`config.mk`:
```
export PLATFORM = sky130hd
export DESIGN_NAME = tps_cfg_regs
export DESIGN_NICKNAME = d
export VERILOG_FILES = /design/src/include/tps_pkg.sv /design/src/tps_cfg_regs.sv /design/src/tps_conv_seq.sv /design/src/tps_coord_map.sv
export SDC_FILE = /design/constraint.sdc
export NUM_CORES = 1
export LEC_CHECK = 0
export ABC_AREA = 1
export BUFFER_PORTS_ARGS = -buffer_cell sky130_fd_sc_hd__buf_2
export CAP_MARGIN = 5
export CORE_MARGIN = 5
export CORE_UTILIZATION = 50
export CTS_CLUSTER_DIAMETER = 40
export DETAILED_ROUTE_END_ITERATION = 7
export PLACE_DENSITY = 0.72
export SYNTH_ARGS = -nofsm -noshare
export SYNTH_HDL_FRONTEND = slang
export SYNTH_SLANG_ARGS = --single-unit
```
`constraint.sdc`:
```
create_clock -name mclk -period 2.3 [get_ports mclk]
set_clock_uncertainty 0.1 [all_clocks]
set_input_delay 0.115 -clock mclk [delete_from_list [all_inputs] [get_ports mclk]]
set_output_delay 0.115 -clock mclk [all_outputs]
set_load 0.03 [all_outputs]
```
`src/include/tps_pkg.sv`:
```
package tps_pkg;
   // ==========================================================
   // Register byte addresses
   localparam logic [15:0] TPS_WAKE_SEL_ADDR = 16'h11C6;
   localparam logic [15:0] TPS_WAKE_SEL_LAST = 16'h11CB;
   localparam logic [15:0] TPS_PAD_FRAC_ADDR = 16'h11D8;
   localparam logic [15:0] TPS_PAD_P1_ADDR = 16'h11D9;
   localparam logic [15:0] TPS_PAD_P2_ADDR = 16'h11DA;
   localparam logic [15:0] TPS_WAKE_FRAC_ADDR = 16'h11DB;
   localparam logic [15:0] TPS_WAKE_P1_ADDR = 16'h11DC;
   localparam logic [15:0] TPS_WAKE_P2_ADDR = 16'h11DD;
   localparam logic [15:0] TPS_PAD_HW_ADDR = 16'h11DE;
   localparam logic [15:0] TPS_WAKE_HW_ADDR = 16'h11E0;
   localparam logic [15:0] TPS_POS_ADDR = 16'h11E2;
   // ==========================================================
   // Widths and reset values
   localparam int TPS_SEL_W = 48;
   localparam int TPS_SEL_BYTES = 6;
   localparam int TPS_HW_W = 16;
   localparam int TPS_CNT_W = 12;
   localparam int TPS_COORD_W = 16;
   localparam logic [47:0] TPS_SEL_RST = 48'h0;
   // Bit 44 is reserved and bits 47-46 unused; they never select anything
   localparam logic [47:0] TPS_SEL_VALID = 48'h2FFF_FFFF_FFFF;
   localparam logic [7:0] TPS_BYTE_RST = 8'h00;
   localparam logic [15:0] TPS_HW_RST = 16'h0000;
   localparam logic [7:0] TPS_POS_RST = 8'h00;
   localparam logic [7:0] TPS_POS_MASK = 8'h7F;
   // ==========================================================
   // Field positions
   localparam int TPS_HW_DLY_HI = 15;
   localparam int TPS_HW_DLY_LO = 14;
   localparam int TPS_HW_LIM_HI = 10;
   localparam int TPS_HW_LIM_LO = 8;
   localparam int TPS_POS_AREA_DIS = 6;
   localparam int TPS_POS_JITTER = 5;
   localparam int TPS_POS_FIXED_DAMP = 4;
   localparam int TPS_POS_IIR = 3;
   localparam int TPS_POS_SWAP = 2;
   localparam int TPS_POS_FLIP_Y = 1;
   localparam int TPS_POS_FLIP_X = 0;
   // ==========================================================
   // Power mode codes: active and two low-power modes
   typedef enum logic [1:0] {
      TPS_MODE_ACTIVE = 2'h0,
      TPS_MODE_LP_ONE = 2'h1,
      TPS_MODE_LP_TWO = 2'h2
   } tps_mode_e;
   // Conversion sequencer states, Gray along idle-delay-convert-done
   typedef enum logic [1:0] {
      TPS_IDLE = 2'h0,
      TPS_DELAY = 2'h1,
      TPS_CONV = 2'h3,
      TPS_DONE = 2'h2
   } tps_state_e;
   // ==========================================================
   // Decoders
   function automatic logic [TPS_CNT_W-1:0] tps_delay(input logic [1:0] code);
      unique case (code)
         2'h0: tps_delay = 12'h010;
         2'h1: tps_delay = 12'h020;
         2'h2: tps_delay = 12'h040;
         2'h3: tps_delay = 12'h100;
      endcase
   endfunction : tps_delay
   // Undefined codes from 100 upward fall back to the longest limit
   function automatic logic [TPS_CNT_W-1:0] tps_limit(input logic [2:0] code);
      case (code)
         3'h0: tps_limit = 12'h17F;
         3'h1: tps_limit = 12'h1FF;
         3'h2: tps_limit = 12'h2FF;
         3'h3: tps_limit = 12'h3FF;
         default: tps_limit = 12'h7FF;
      endcase
   endfunction : tps_limit
endpackage : tps_pkg

```
`src/tps_cfg_regs.sv`:
```
`timescale 1ns/1ps
module tps_cfg_regs (
   input wire logic mclk,
   input wire logic nrst,
   input wire logic [15:0] reg_addr,
   input wire logic reg_wr,
   input wire logic [7:0] reg_wdata,
   input wire logic reg_rd,
   output logic [7:0] reg_rdata,
   output logic reg_hit,
   input wire logic wake_chan_en,
   input wire tps_pkg::tps_mode_e power_mode,
   output logic scan_wake_channel,
   output logic [tps_pkg::TPS_SEL_W-1:0] wake_drive_sel,
   output logic [7:0] conv_fraction,
   output logic [7:0] conv_period_one,
   output logic [7:0] conv_period_two,
   input wire logic conv_start,
   input wire logic conv_tick,
   output logic conv_busy,
   output logic conv_done,
   output logic [tps_pkg::TPS_CNT_W-1:0] conv_count,
   output logic area_filter_en,
   output logic jitter_filter_en,
   output logic fixed_damping_select,
   output logic iir_filter_en,
   input wire logic coord_valid,
   input wire logic [tps_pkg::TPS_COORD_W-1:0] coord_rx,
   input wire logic [tps_pkg::TPS_COORD_W-1:0] coord_tx,
   input wire logic [tps_pkg::TPS_COORD_W-1:0] max_res_x,
   input wire logic [tps_pkg::TPS_COORD_W-1:0] max_res_y,
   output logic pos_valid,
   output logic [tps_pkg::TPS_COORD_W-1:0] pos_x,
   output logic [tps_pkg::TPS_COORD_W-1:0] pos_y
);
   import tps_pkg::*;
   logic [TPS_SEL_W-1:0] wake_sensor_drive_select_r;
   logic [7:0] pad_conv_fraction_r;
   logic [7:0] pad_conv_period_one_r;
   logic [7:0] pad_conv_period_two_r;
   logic [7:0] wake_conv_fraction_r;
   logic [7:0] wake_conv_period_one_r;
   logic [7:0] wake_conv_period_two_r;
   logic [TPS_HW_W-1:0] pad_conv_hw_settings_r;
   logic [TPS_HW_W-1:0] wake_conv_hw_settings_r;
   logic [7:0] pad_position_settings_r;
   logic [7:0] rdata_nxt;
   logic hit_nxt;
   logic sel_hit;
   logic [2:0] sel_idx;
   logic [TPS_HW_W-1:0] active_hw;

   // ==========================================================
   // Address decode for the electrode map, byte 0 at the base
   assign sel_hit = (reg_addr >= TPS_WAKE_SEL_ADDR) && (reg_addr <= TPS_WAKE_SEL_LAST);
   assign sel_idx = 3'(reg_addr - TPS_WAKE_SEL_ADDR);

   // ==========================================================
   // Electrode map writes
   always_ff @(posedge mclk) begin
      if (!nrst) begin
         wake_sensor_drive_select_r <= TPS_SEL_RST;
      end else if (reg_wr && sel_hit) begin
         wake_sensor_drive_select_r[sel_idx*8 +: 8] <= reg_wdata;
      end
   end

   // ==========================================================
   // frequency byte registers
   always_ff @(posedge mclk) begin
      if (!nrst) begin
         pad_conv_fraction_r <= TPS_BYTE_RST;
         pad_conv_period_one_r <= TPS_BYTE_RST;
         pad_conv_period_two_r <= TPS_BYTE_RST;
         wake_conv_fraction_r <= TPS_BYTE_RST;
         wake_conv_period_one_r <= TPS_BYTE_RST;
         wake_conv_period_two_r <= TPS_BYTE_RST;
      end else if (reg_wr) begin
         case (reg_addr)
            TPS_PAD_FRAC_ADDR: pad_conv_fraction_r <= reg_wdata;
            TPS_PAD_P1_ADDR: pad_conv_period_one_r <= reg_wdata;
            TPS_PAD_P2_ADDR: pad_conv_period_two_r <= reg_wdata;
            TPS_WAKE_FRAC_ADDR: wake_conv_fraction_r <= reg_wdata;
            TPS_WAKE_P1_ADDR: wake_conv_period_one_r <= reg_wdata;
            TPS_WAKE_P2_ADDR: wake_conv_period_two_r <= reg_wdata;
            default: ;
         endcase
      end
   end

   // ==========================================================
   // two hardware settings words, low byte first
   always_ff @(posedge mclk) begin
      if (!nrst) begin
         pad_conv_hw_settings_r <= TPS_HW_RST;
         wake_conv_hw_settings_r <= TPS_HW_RST;
      end else if (reg_wr) begin
         case (reg_addr)
            TPS_PAD_HW_ADDR: pad_conv_hw_settings_r[7:0] <= reg_wdata;
            TPS_PAD_HW_ADDR + 16'h0001: pad_conv_hw_settings_r[15:8] <= reg_wdata;
            TPS_WAKE_HW_ADDR: wake_conv_hw_settings_r[7:0] <= reg_wdata;
            TPS_WAKE_HW_ADDR + 16'h0001: wake_conv_hw_settings_r[15:8] <= reg_wdata;
            default: ;
         endcase
      end
   end

   // ==========================================================
   // Position settings; bit 7 unused and held at zero
   always_ff @(posedge mclk) begin
      if (!nrst) begin
         pad_position_settings_r <= TPS_POS_RST;
      end else if (reg_wr && reg_addr == TPS_POS_ADDR) begin
         pad_position_settings_r <= reg_wdata & TPS_POS_MASK;
      end
   end

   // ==========================================================
   // Read back; unmapped addresses read zero with reg_hit low
   always_comb begin
      rdata_nxt = 8'h00;
      hit_nxt = 1'b1;
      if (sel_hit) begin
         rdata_nxt = wake_sensor_drive_select_r[sel_idx*8 +: 8];
      end else begin
         case (reg_addr)
            TPS_PAD_FRAC_ADDR: rdata_nxt = pad_conv_fraction_r;
            TPS_PAD_P1_ADDR: rdata_nxt = pad_conv_period_one_r;
            TPS_PAD_P2_ADDR: rdata_nxt = pad_conv_period_two_r;
            TPS_WAKE_FRAC_ADDR: rdata_nxt = wake_conv_fraction_r;
            TPS_WAKE_P1_ADDR: rdata_nxt = wake_conv_period_one_r;
            TPS_WAKE_P2_ADDR: rdata_nxt = wake_conv_period_two_r;
            TPS_PAD_HW_ADDR: rdata_nxt = pad_conv_hw_settings_r[7:0];
            TPS_PAD_HW_ADDR + 16'h0001: rdata_nxt = pad_conv_hw_settings_r[15:8];
            TPS_WAKE_HW_ADDR: rdata_nxt = wake_conv_hw_settings_r[7:0];
            TPS_WAKE_HW_ADDR + 16'h0001: rdata_nxt = wake_conv_hw_settings_r[15:8];
            TPS_POS_ADDR: rdata_nxt = pad_position_settings_r;
            default: hit_nxt = 1'b0;
         endcase
      end
   end

   always_ff @(posedge mclk) begin
      if (!nrst) begin
         reg_rdata <= 8'h00;
         reg_hit <= 1'b0;
      end else if (reg_rd) begin
         reg_rdata <= rdata_nxt;
         reg_hit <= hit_nxt;
      end
   end

   // ==========================================================
   // Wake-up sensor selection, registered toward the sequencer
   always_ff @(posedge mclk) begin
      if (!nrst) begin
         scan_wake_channel <= 1'b0;
         wake_drive_sel <= '0;
      end else begin
         scan_wake_channel <= wake_chan_en && (power_mode == TPS_MODE_LP_ONE ||
                                               power_mode == TPS_MODE_LP_TWO);
         wake_drive_sel <= wake_chan_en ? (wake_sensor_drive_select_r & TPS_SEL_VALID) : '0;
      end
   end

   // ==========================================================
   // Frequency set of whichever channel is scanned
   always_ff @(posedge mclk) begin
      if (!nrst) begin
         conv_fraction <= 8'h00;
         conv_period_one <= 8'h00;
         conv_period_two <= 8'h00;
      end else if (scan_wake_channel) begin
         conv_fraction <= wake_conv_fraction_r;
         conv_period_one <= wake_conv_period_one_r;
         conv_period_two <= wake_conv_period_two_r;
      end else begin
         conv_fraction <= pad_conv_fraction_r;
         conv_period_one <= pad_conv_period_one_r;
         conv_period_two <= pad_conv_period_two_r;
      end
   end

   // ==========================================================
   // Conversion hardware settings follow the scanned channel
   assign active_hw = scan_wake_channel ? wake_conv_hw_settings_r : pad_conv_hw_settings_r;

   tps_conv_seq u_seq (
      .mclk(mclk),
      .nrst(nrst),
      .start(conv_start),
      .tick(conv_tick),
      .hw(active_hw),
      .busy(conv_busy),
      .done(conv_done),
      .count(conv_count)
   );

   // ==========================================================
   // Filter controls to the coordinate pipeline
   always_ff @(posedge mclk) begin
      if (!nrst) begin
         area_filter_en <= 1'b1;
         jitter_filter_en <= 1'b0;
         fixed_damping_select <= 1'b0;
         iir_filter_en <= 1'b0;
      end else begin
         area_filter_en <= !pad_position_settings_r[TPS_POS_AREA_DIS];
         jitter_filter_en <= pad_position_settings_r[TPS_POS_JITTER];
         fixed_damping_select <= pad_position_settings_r[TPS_POS_FIXED_DAMP];
         iir_filter_en <= pad_position_settings_r[TPS_POS_IIR];
      end
   end

   // ==========================================================
   // Orientation stage
   tps_coord_map u_map (
      .mclk(mclk),
      .nrst(nrst),
      .in_valid(coord_valid),
      .raw_rx(coord_rx),
      .raw_tx(coord_tx),
      .max_x(max_res_x),
      .max_y(max_res_y),
      .swap(pad_position_settings_r[TPS_POS_SWAP]),
      .flip_x(pad_position_settings_r[TPS_POS_FLIP_X]),
      .flip_y(pad_position_settings_r[TPS_POS_FLIP_Y]),
      .out_valid(pos_valid),
      .pos_x(pos_x),
      .pos_y(pos_y)
   );
endmodule : tps_cfg_regs

```
`src/tps_conv_seq.sv`:
```
`timescale 1ns/1ps
module tps_conv_seq (
   input wire logic mclk,
   input wire logic nrst,
   input wire logic start,
   input wire logic tick,
   input wire logic [tps_pkg::TPS_HW_W-1:0] hw,
   output logic busy,
   output logic done,
   output logic [tps_pkg::TPS_CNT_W-1:0] count
);
   import tps_pkg::*;
   tps_state_e state_r;
   logic [TPS_CNT_W-1:0] cnt_r;
   logic [TPS_CNT_W-1:0] dly_r;
   logic [TPS_CNT_W-1:0] lim_r;
   // ==========================================================
   // Sequencer; settings latched at start so a mid-run write is safe
   always_ff @(posedge mclk) begin
      if (!nrst) begin
         state_r <= TPS_IDLE;
         cnt_r <= '0;
         dly_r <= '0;
         lim_r <= '0;
      end else begin
         unique case (state_r)
            TPS_IDLE: if (start) begin
               dly_r <= tps_delay(hw[TPS_HW_DLY_HI:TPS_HW_DLY_LO]);
               lim_r <= tps_limit(hw[TPS_HW_LIM_HI:TPS_HW_LIM_LO]);
               cnt_r <= '0;
               state_r <= TPS_DELAY;
            end
            TPS_DELAY: if (tick) begin
               if (cnt_r == dly_r - 12'h001) begin
                  cnt_r <= '0;
                  state_r <= TPS_CONV;
               end else begin
                  cnt_r <= cnt_r + 12'h001;
               end
            end
            TPS_CONV: begin
               if (cnt_r == lim_r) begin
                  state_r <= TPS_DONE;
               end else if (tick) begin
                  cnt_r <= cnt_r + 12'h001;
               end
            end
            TPS_DONE: state_r <= TPS_IDLE;
         endcase
      end
   end
   assign busy = (state_r != TPS_IDLE);
   assign done = (state_r == TPS_DONE);
   assign count = cnt_r;
endmodule : tps_conv_seq

```
`src/tps_coord_map.sv`:
```
`timescale 1ns/1ps
module tps_coord_map (
   input wire logic mclk,
   input wire logic nrst,
   input wire logic in_valid,
   input wire logic [tps_pkg::TPS_COORD_W-1:0] raw_rx,
   input wire logic [tps_pkg::TPS_COORD_W-1:0] raw_tx,
   input wire logic [tps_pkg::TPS_COORD_W-1:0] max_x,
   input wire logic [tps_pkg::TPS_COORD_W-1:0] max_y,
   input wire logic swap,
   input wire logic flip_x,
   input wire logic flip_y,
   output logic out_valid,
   output logic [tps_pkg::TPS_COORD_W-1:0] pos_x,
   output logic [tps_pkg::TPS_COORD_W-1:0] pos_y
);
   import tps_pkg::*;
   logic [TPS_COORD_W-1:0] ax;
   logic [TPS_COORD_W-1:0] ay;
   // ==========================================================
   // axis roles
   assign ax = swap ? raw_tx : raw_rx;
   assign ay = swap ? raw_rx : raw_tx;
   always_ff @(posedge mclk) begin
      if (!nrst) begin
         out_valid <= 1'b0;
         pos_x <= '0;
         pos_y <= '0;
      end else begin
         out_valid <= in_valid;
         if (in_valid) begin
            pos_x <= flip_x ? max_x - ax : ax;
            pos_y <= flip_y ? max_y - ay : ay;
         end
      end
   end
endmodule : tps_coord_map

```
==> metrics <==
detail-routed net length per standard cell=16.3 um; Synthesis Warnings=0; total net switching power=between 3 and 4 mW; # placed instances=roughly 2800; TritonCTS clock tree=done; Largest delay share family, worst path=simple AND/OR/NAND/NOR gates; count of TritonRoute iterations in the first routing pass=6; Max Fclk=~440 MHz; share of the clock period used by the worst path=0.992; Peak supply drop=0.466 mV; io pins=roughly 230; clock buffers created by TritonCTS=between 40 and 50; share of Yosys cell area claimed by the top area cell type=0.383; total clock sinks=~270; final worst path period need=~2300 ps; Cell variety after synth=39; leakage power=~8.5 nW; pin count of the biggest net entering global routing=136; routability congestion estimate=about 0.97; post-layout net count=~2600; async set or reset register ratio after synthesis=0; worst-skew pair later-pin latency=540 ps; worst-path fanout max=8; final slew viol count=0; area of the core region=28500 sq um; total routing resource utilization after global routing=0.275; routed via count=15157; DP Wirelength=between 30 and 40 mm; number of register bits inferred by synthesis=roughly 270; cells taking the most area after synthesis=sky130_fd_sc_hd__dfxtp_1 (38%), sky130_fd_sc_hd__nand2_1 (13%), sky130_fd_sc_hd__a21oi_1 (8.2%); post-route cell area=18500 sq um; Total Wirelength=roughly 47 mm; Tot Pwr=13.0 mW; Initial Util=0.502; DIE HEIGHT=roughly 180 um; critical-path cell with the highest stage delay=sky130_fd_sc_hd__dfxtp_4; Rows=62; via count of the first global-routing pass=between 10000 and 15000; cells along the critical path=clkbuf_16 -> mux2i_4 -> ha_4 -> buf_4 -> nand3_1 -> nand2_2 -> nand2_2 -> nand2_2 -> xnor2_1 -> nand2_1 -> nand3_1 -> a21oi_1; number of antenna violations at the first check in global routing=1; top layer reached by signal wires=met4; Metal-1 WL=around 20 mm; fraction of layout cells with a size suffix above 1=0.219; fraction of power consumed by sequential logic=0.376; Total Negative Setup Slacks=0 ps; H-tree level count=2; drt drc=0; final hold violations=2; type of the setup path with the least slack=reg2reg; delay contributed by the slowest stage of the critical path=450 ps; power density over the cells=about 700 nW/um^2; initial drt markers=between 1000 and 1500; Root Buffer=sky130_fd_sc_hd__clkbuf_16; Avg Cell Area, Syn=around 6.6 sq um; violations in the final reports=hold timing; outcome=finished, violations left; leading cell types in the layout, fill and taps excluded=sky130_fd_sc_hd__nand2_1 (480), sky130_fd_sc_hd__inv_1 (295), sky130_fd_sc_hd__dfxtp_1 (273); number of buffers added on ports=between 200 and 250; Area Overhead vs Synth=29.6%; internal power of the cells=9.31 mW; Tightest Pin Transition=580 ps; endpoint kind of the worst setup timing path=flip-flop; routed length on met2=21.8 mm; most used flip-flop cell after synthesis=sky130_fd_sc_hd__dfxtp_1; RSZ-0062 raised after global routing=yes; max-slew headroom at the worst pin=0.613; Clk pin slew, worst setup/hold paths=60 ps; sequential-to-total area share from yosys stat=0.383; Chip Width=179 um; nature of the critical path startpoint=flip-flop; placed inst area=between 15000 and 20000 sq um; first-pass GRT wire length=70.8 mm; met3 routed WL=around 4 mm; Bufs on Longest Clock Path=3; Detail Route Antenna Nets=0; die area=32100 sq um; most frequent cell on the critical path=sky130_fd_sc_hd__nand2_2; Post-synth EDFFs=0; Syn Std Cell Area=around 14000 sq um; final hold slack=-11.5 ps; synthesized instance count=between 2000 and 2500; vias per std cell=5.26; relative contribution of combinational cells to total power=0.142; final setup fails=0; Arr. time, crit path=around 2600 ps; most common cell after layout, fill and taps aside=sky130_fd_sc_hd__nand2_1; cell taking the most area after synthesis=sky130_fd_sc_hd__dfxtp_1; final core utilization=0.651; worst endpoint required time=around 2600 ps; Hold/Removal Path Class=in2reg; global route total overflow=0; net switching share of the total power=0.282; buffer and inverter count on the worst path=2; number of standard cells in the layout, taps in and fillers out=about 2900; Maximum Capacitance Violations=0; clock share of power=0.482
[path summary, 6_finish.rpt]
path	start	to	slack [ps]	cells after the start
worst max register to register	pad_position_settings_r[2]$_SDFFE_PN0P_	u_map.pos_y[7]$_SDFFE_PN0P_	20	12
worst max-delay path	pad_position_settings_r[2]$_SDFFE_PN0P_	u_map.pos_y[7]$_SDFFE_PN0P_	20	12
worst min register to register	pad_position_settings_r[6]$_SDFFE_PN0P_	area_filter_en$_SDFF_PN1_	290	1
worst min-delay path	coord_rx[11]	u_map.pos_y[11]$_SDFFE_PN0P_	-10	7
[cells in the mapped netlist, types with 2 or more instances]
| cell | number |
|---|---|
| sky130_fd_sc_hd__a21oi_1 | 233 |
| sky130_fd_sc_hd__a221oi_1 | 2 |
| sky130_fd_sc_hd__buf_1 | 9 |
| sky130_fd_sc_hd__buf_2 | 23 |
| sky130_fd_sc_hd__buf_4 | 7 |
| sky130_fd_sc_hd__buf_6 | 3 |
| sky130_fd_sc_hd__clkbuf_1 | 58 |
| sky130_fd_sc_hd__dfxtp_1 | 274 |
| sky130_fd_sc_hd__fa_1 | 2 |
| sky130_fd_sc_hd__ha_1 | 39 |
| sky130_fd_sc_hd__inv_1 | 300 |
| sky130_fd_sc_hd__inv_2 | 19 |
| sky130_fd_sc_hd__mux2i_1 | 8 |
| sky130_fd_sc_hd__nand2_1 | 509 |
| sky130_fd_sc_hd__nand2_2 | 4 |
| sky130_fd_sc_hd__nand3_1 | 165 |
| sky130_fd_sc_hd__nand3_2 | 5 |
| sky130_fd_sc_hd__nand3_4 | 2 |
| sky130_fd_sc_hd__nand4_1 | 18 |
| sky130_fd_sc_hd__nor2_1 | 221 |
| sky130_fd_sc_hd__nor2_2 | 13 |
| sky130_fd_sc_hd__nor2_4 | 6 |
| sky130_fd_sc_hd__nor3_1 | 14 |
| sky130_fd_sc_hd__nor4_1 | 2 |
| sky130_fd_sc_hd__o211ai_1 | 13 |
| sky130_fd_sc_hd__o21a_1 | 3 |
| sky130_fd_sc_hd__o21ai_0 | 155 |
| sky130_fd_sc_hd__o21ai_1 | 51 |
| sky130_fd_sc_hd__o21ai_2 | 2 |
| sky130_fd_sc_hd__o21bai_1 | 3 |
| sky130_fd_sc_hd__xnor2_1 | 6 |
| sky130_fd_sc_hd__xor2_1 | 5 |
[cell families after synthesis]
kind of cell / Yosys count / share of synthesized area
and+or+nand+nor: 963 / 0.284
buffers and inverters: 419 / 0.115
muxes: 8 / 0.00560
AOI/OAI and AO/OA: 464 / 0.167
other: 1 / 0.000262
DFF: 274 / 0.383
adders and majority gates: 41 / 0.0369
xor gates and xnor gates: 11 / 0.00673
[worst register-to-register path, stage by stage, from the launching register on]
cell                        delay [ps]
sky130_fd_sc_hd__dfxtp_4           450
sky130_fd_sc_hd__clkbuf_16         200
sky130_fd_sc_hd__mux2i_4           310
sky130_fd_sc_hd__ha_4              260
sky130_fd_sc_hd__buf_4             140
sky130_fd_sc_hd__nand3_1            80
sky130_fd_sc_hd__nand2_2            80
sky130_fd_sc_hd__nand2_2            60
sky130_fd_sc_hd__nand2_2            80
sky130_fd_sc_hd__xnor2_1           160
sky130_fd_sc_hd__nand2_1            70
sky130_fd_sc_hd__nand3_1            90
sky130_fd_sc_hd__a21oi_1            70
[sequential cells by signal, indices dropped and copies added (netlist names), 12 cells and up]
register and count:
pad_conv_hw_settings_r 16, wake_drive_sel 45, wake_sensor_drive_select_r 48, u_seq.count 12, u_map.pos_y 16, wake_conv_hw_settings_r 16
u_map.pos_x 16
[repair_timing]
action / in CTS / in global routing
gates cloned: 0 / 2
pin swaps: 1 / 27
endpoints found under the hold margin: 77 / 0
buffers inserted: 1 / 10
setup endpoints to repair: 22 / 32
hold buffers: 22 / 0
resized for setup: 11 / 132
[per-stage QoR]
step                setup WS (ps)  hold WS (ps)
floorplan                    30.5           125
global placement             -103           227
detailed placement           -159           231
CTS                         -25.7         0.992
global route                -72.4          16.9
finish                       17.8         -11.5
[routing by layer]
| layer | track usage | vias up |
|---|---|---|
| li1 | - | 7551 |
| met1 | 0.356 | 6858 |
| met2 | 0.463 | 642 |
| met3 | 0.0559 | 106 |
| met4 | 0.0835 | 0 |
| met5 | 0 | - |
[power groups by stage]
stage                     registers [mW]  clock network (mW)  logic [mW]
after floorplan                     5.08                   0       0.931
after global placement              4.98                   0        1.57
after detailed placement            4.98                   0        1.59
after CTS                           4.88                6.31        1.63
after global routing                4.88                6.55        2.02
final                               4.88                6.25        1.84
[cell type report]
type                            count  area (sq um)
Fill cell                        2549          9930
Clock inverter                     24           272
Antenna cell                        1          2.50
Tap cell                          384           480
Clock buffer                       51          1140
Sequential cell                   274          5490
Inverter                          319          1200
Timing Repair Buffer              340          2170
Multi-Input combinational cell   1490          7790
Note: power is estimated with default switching activity, not from simulation.
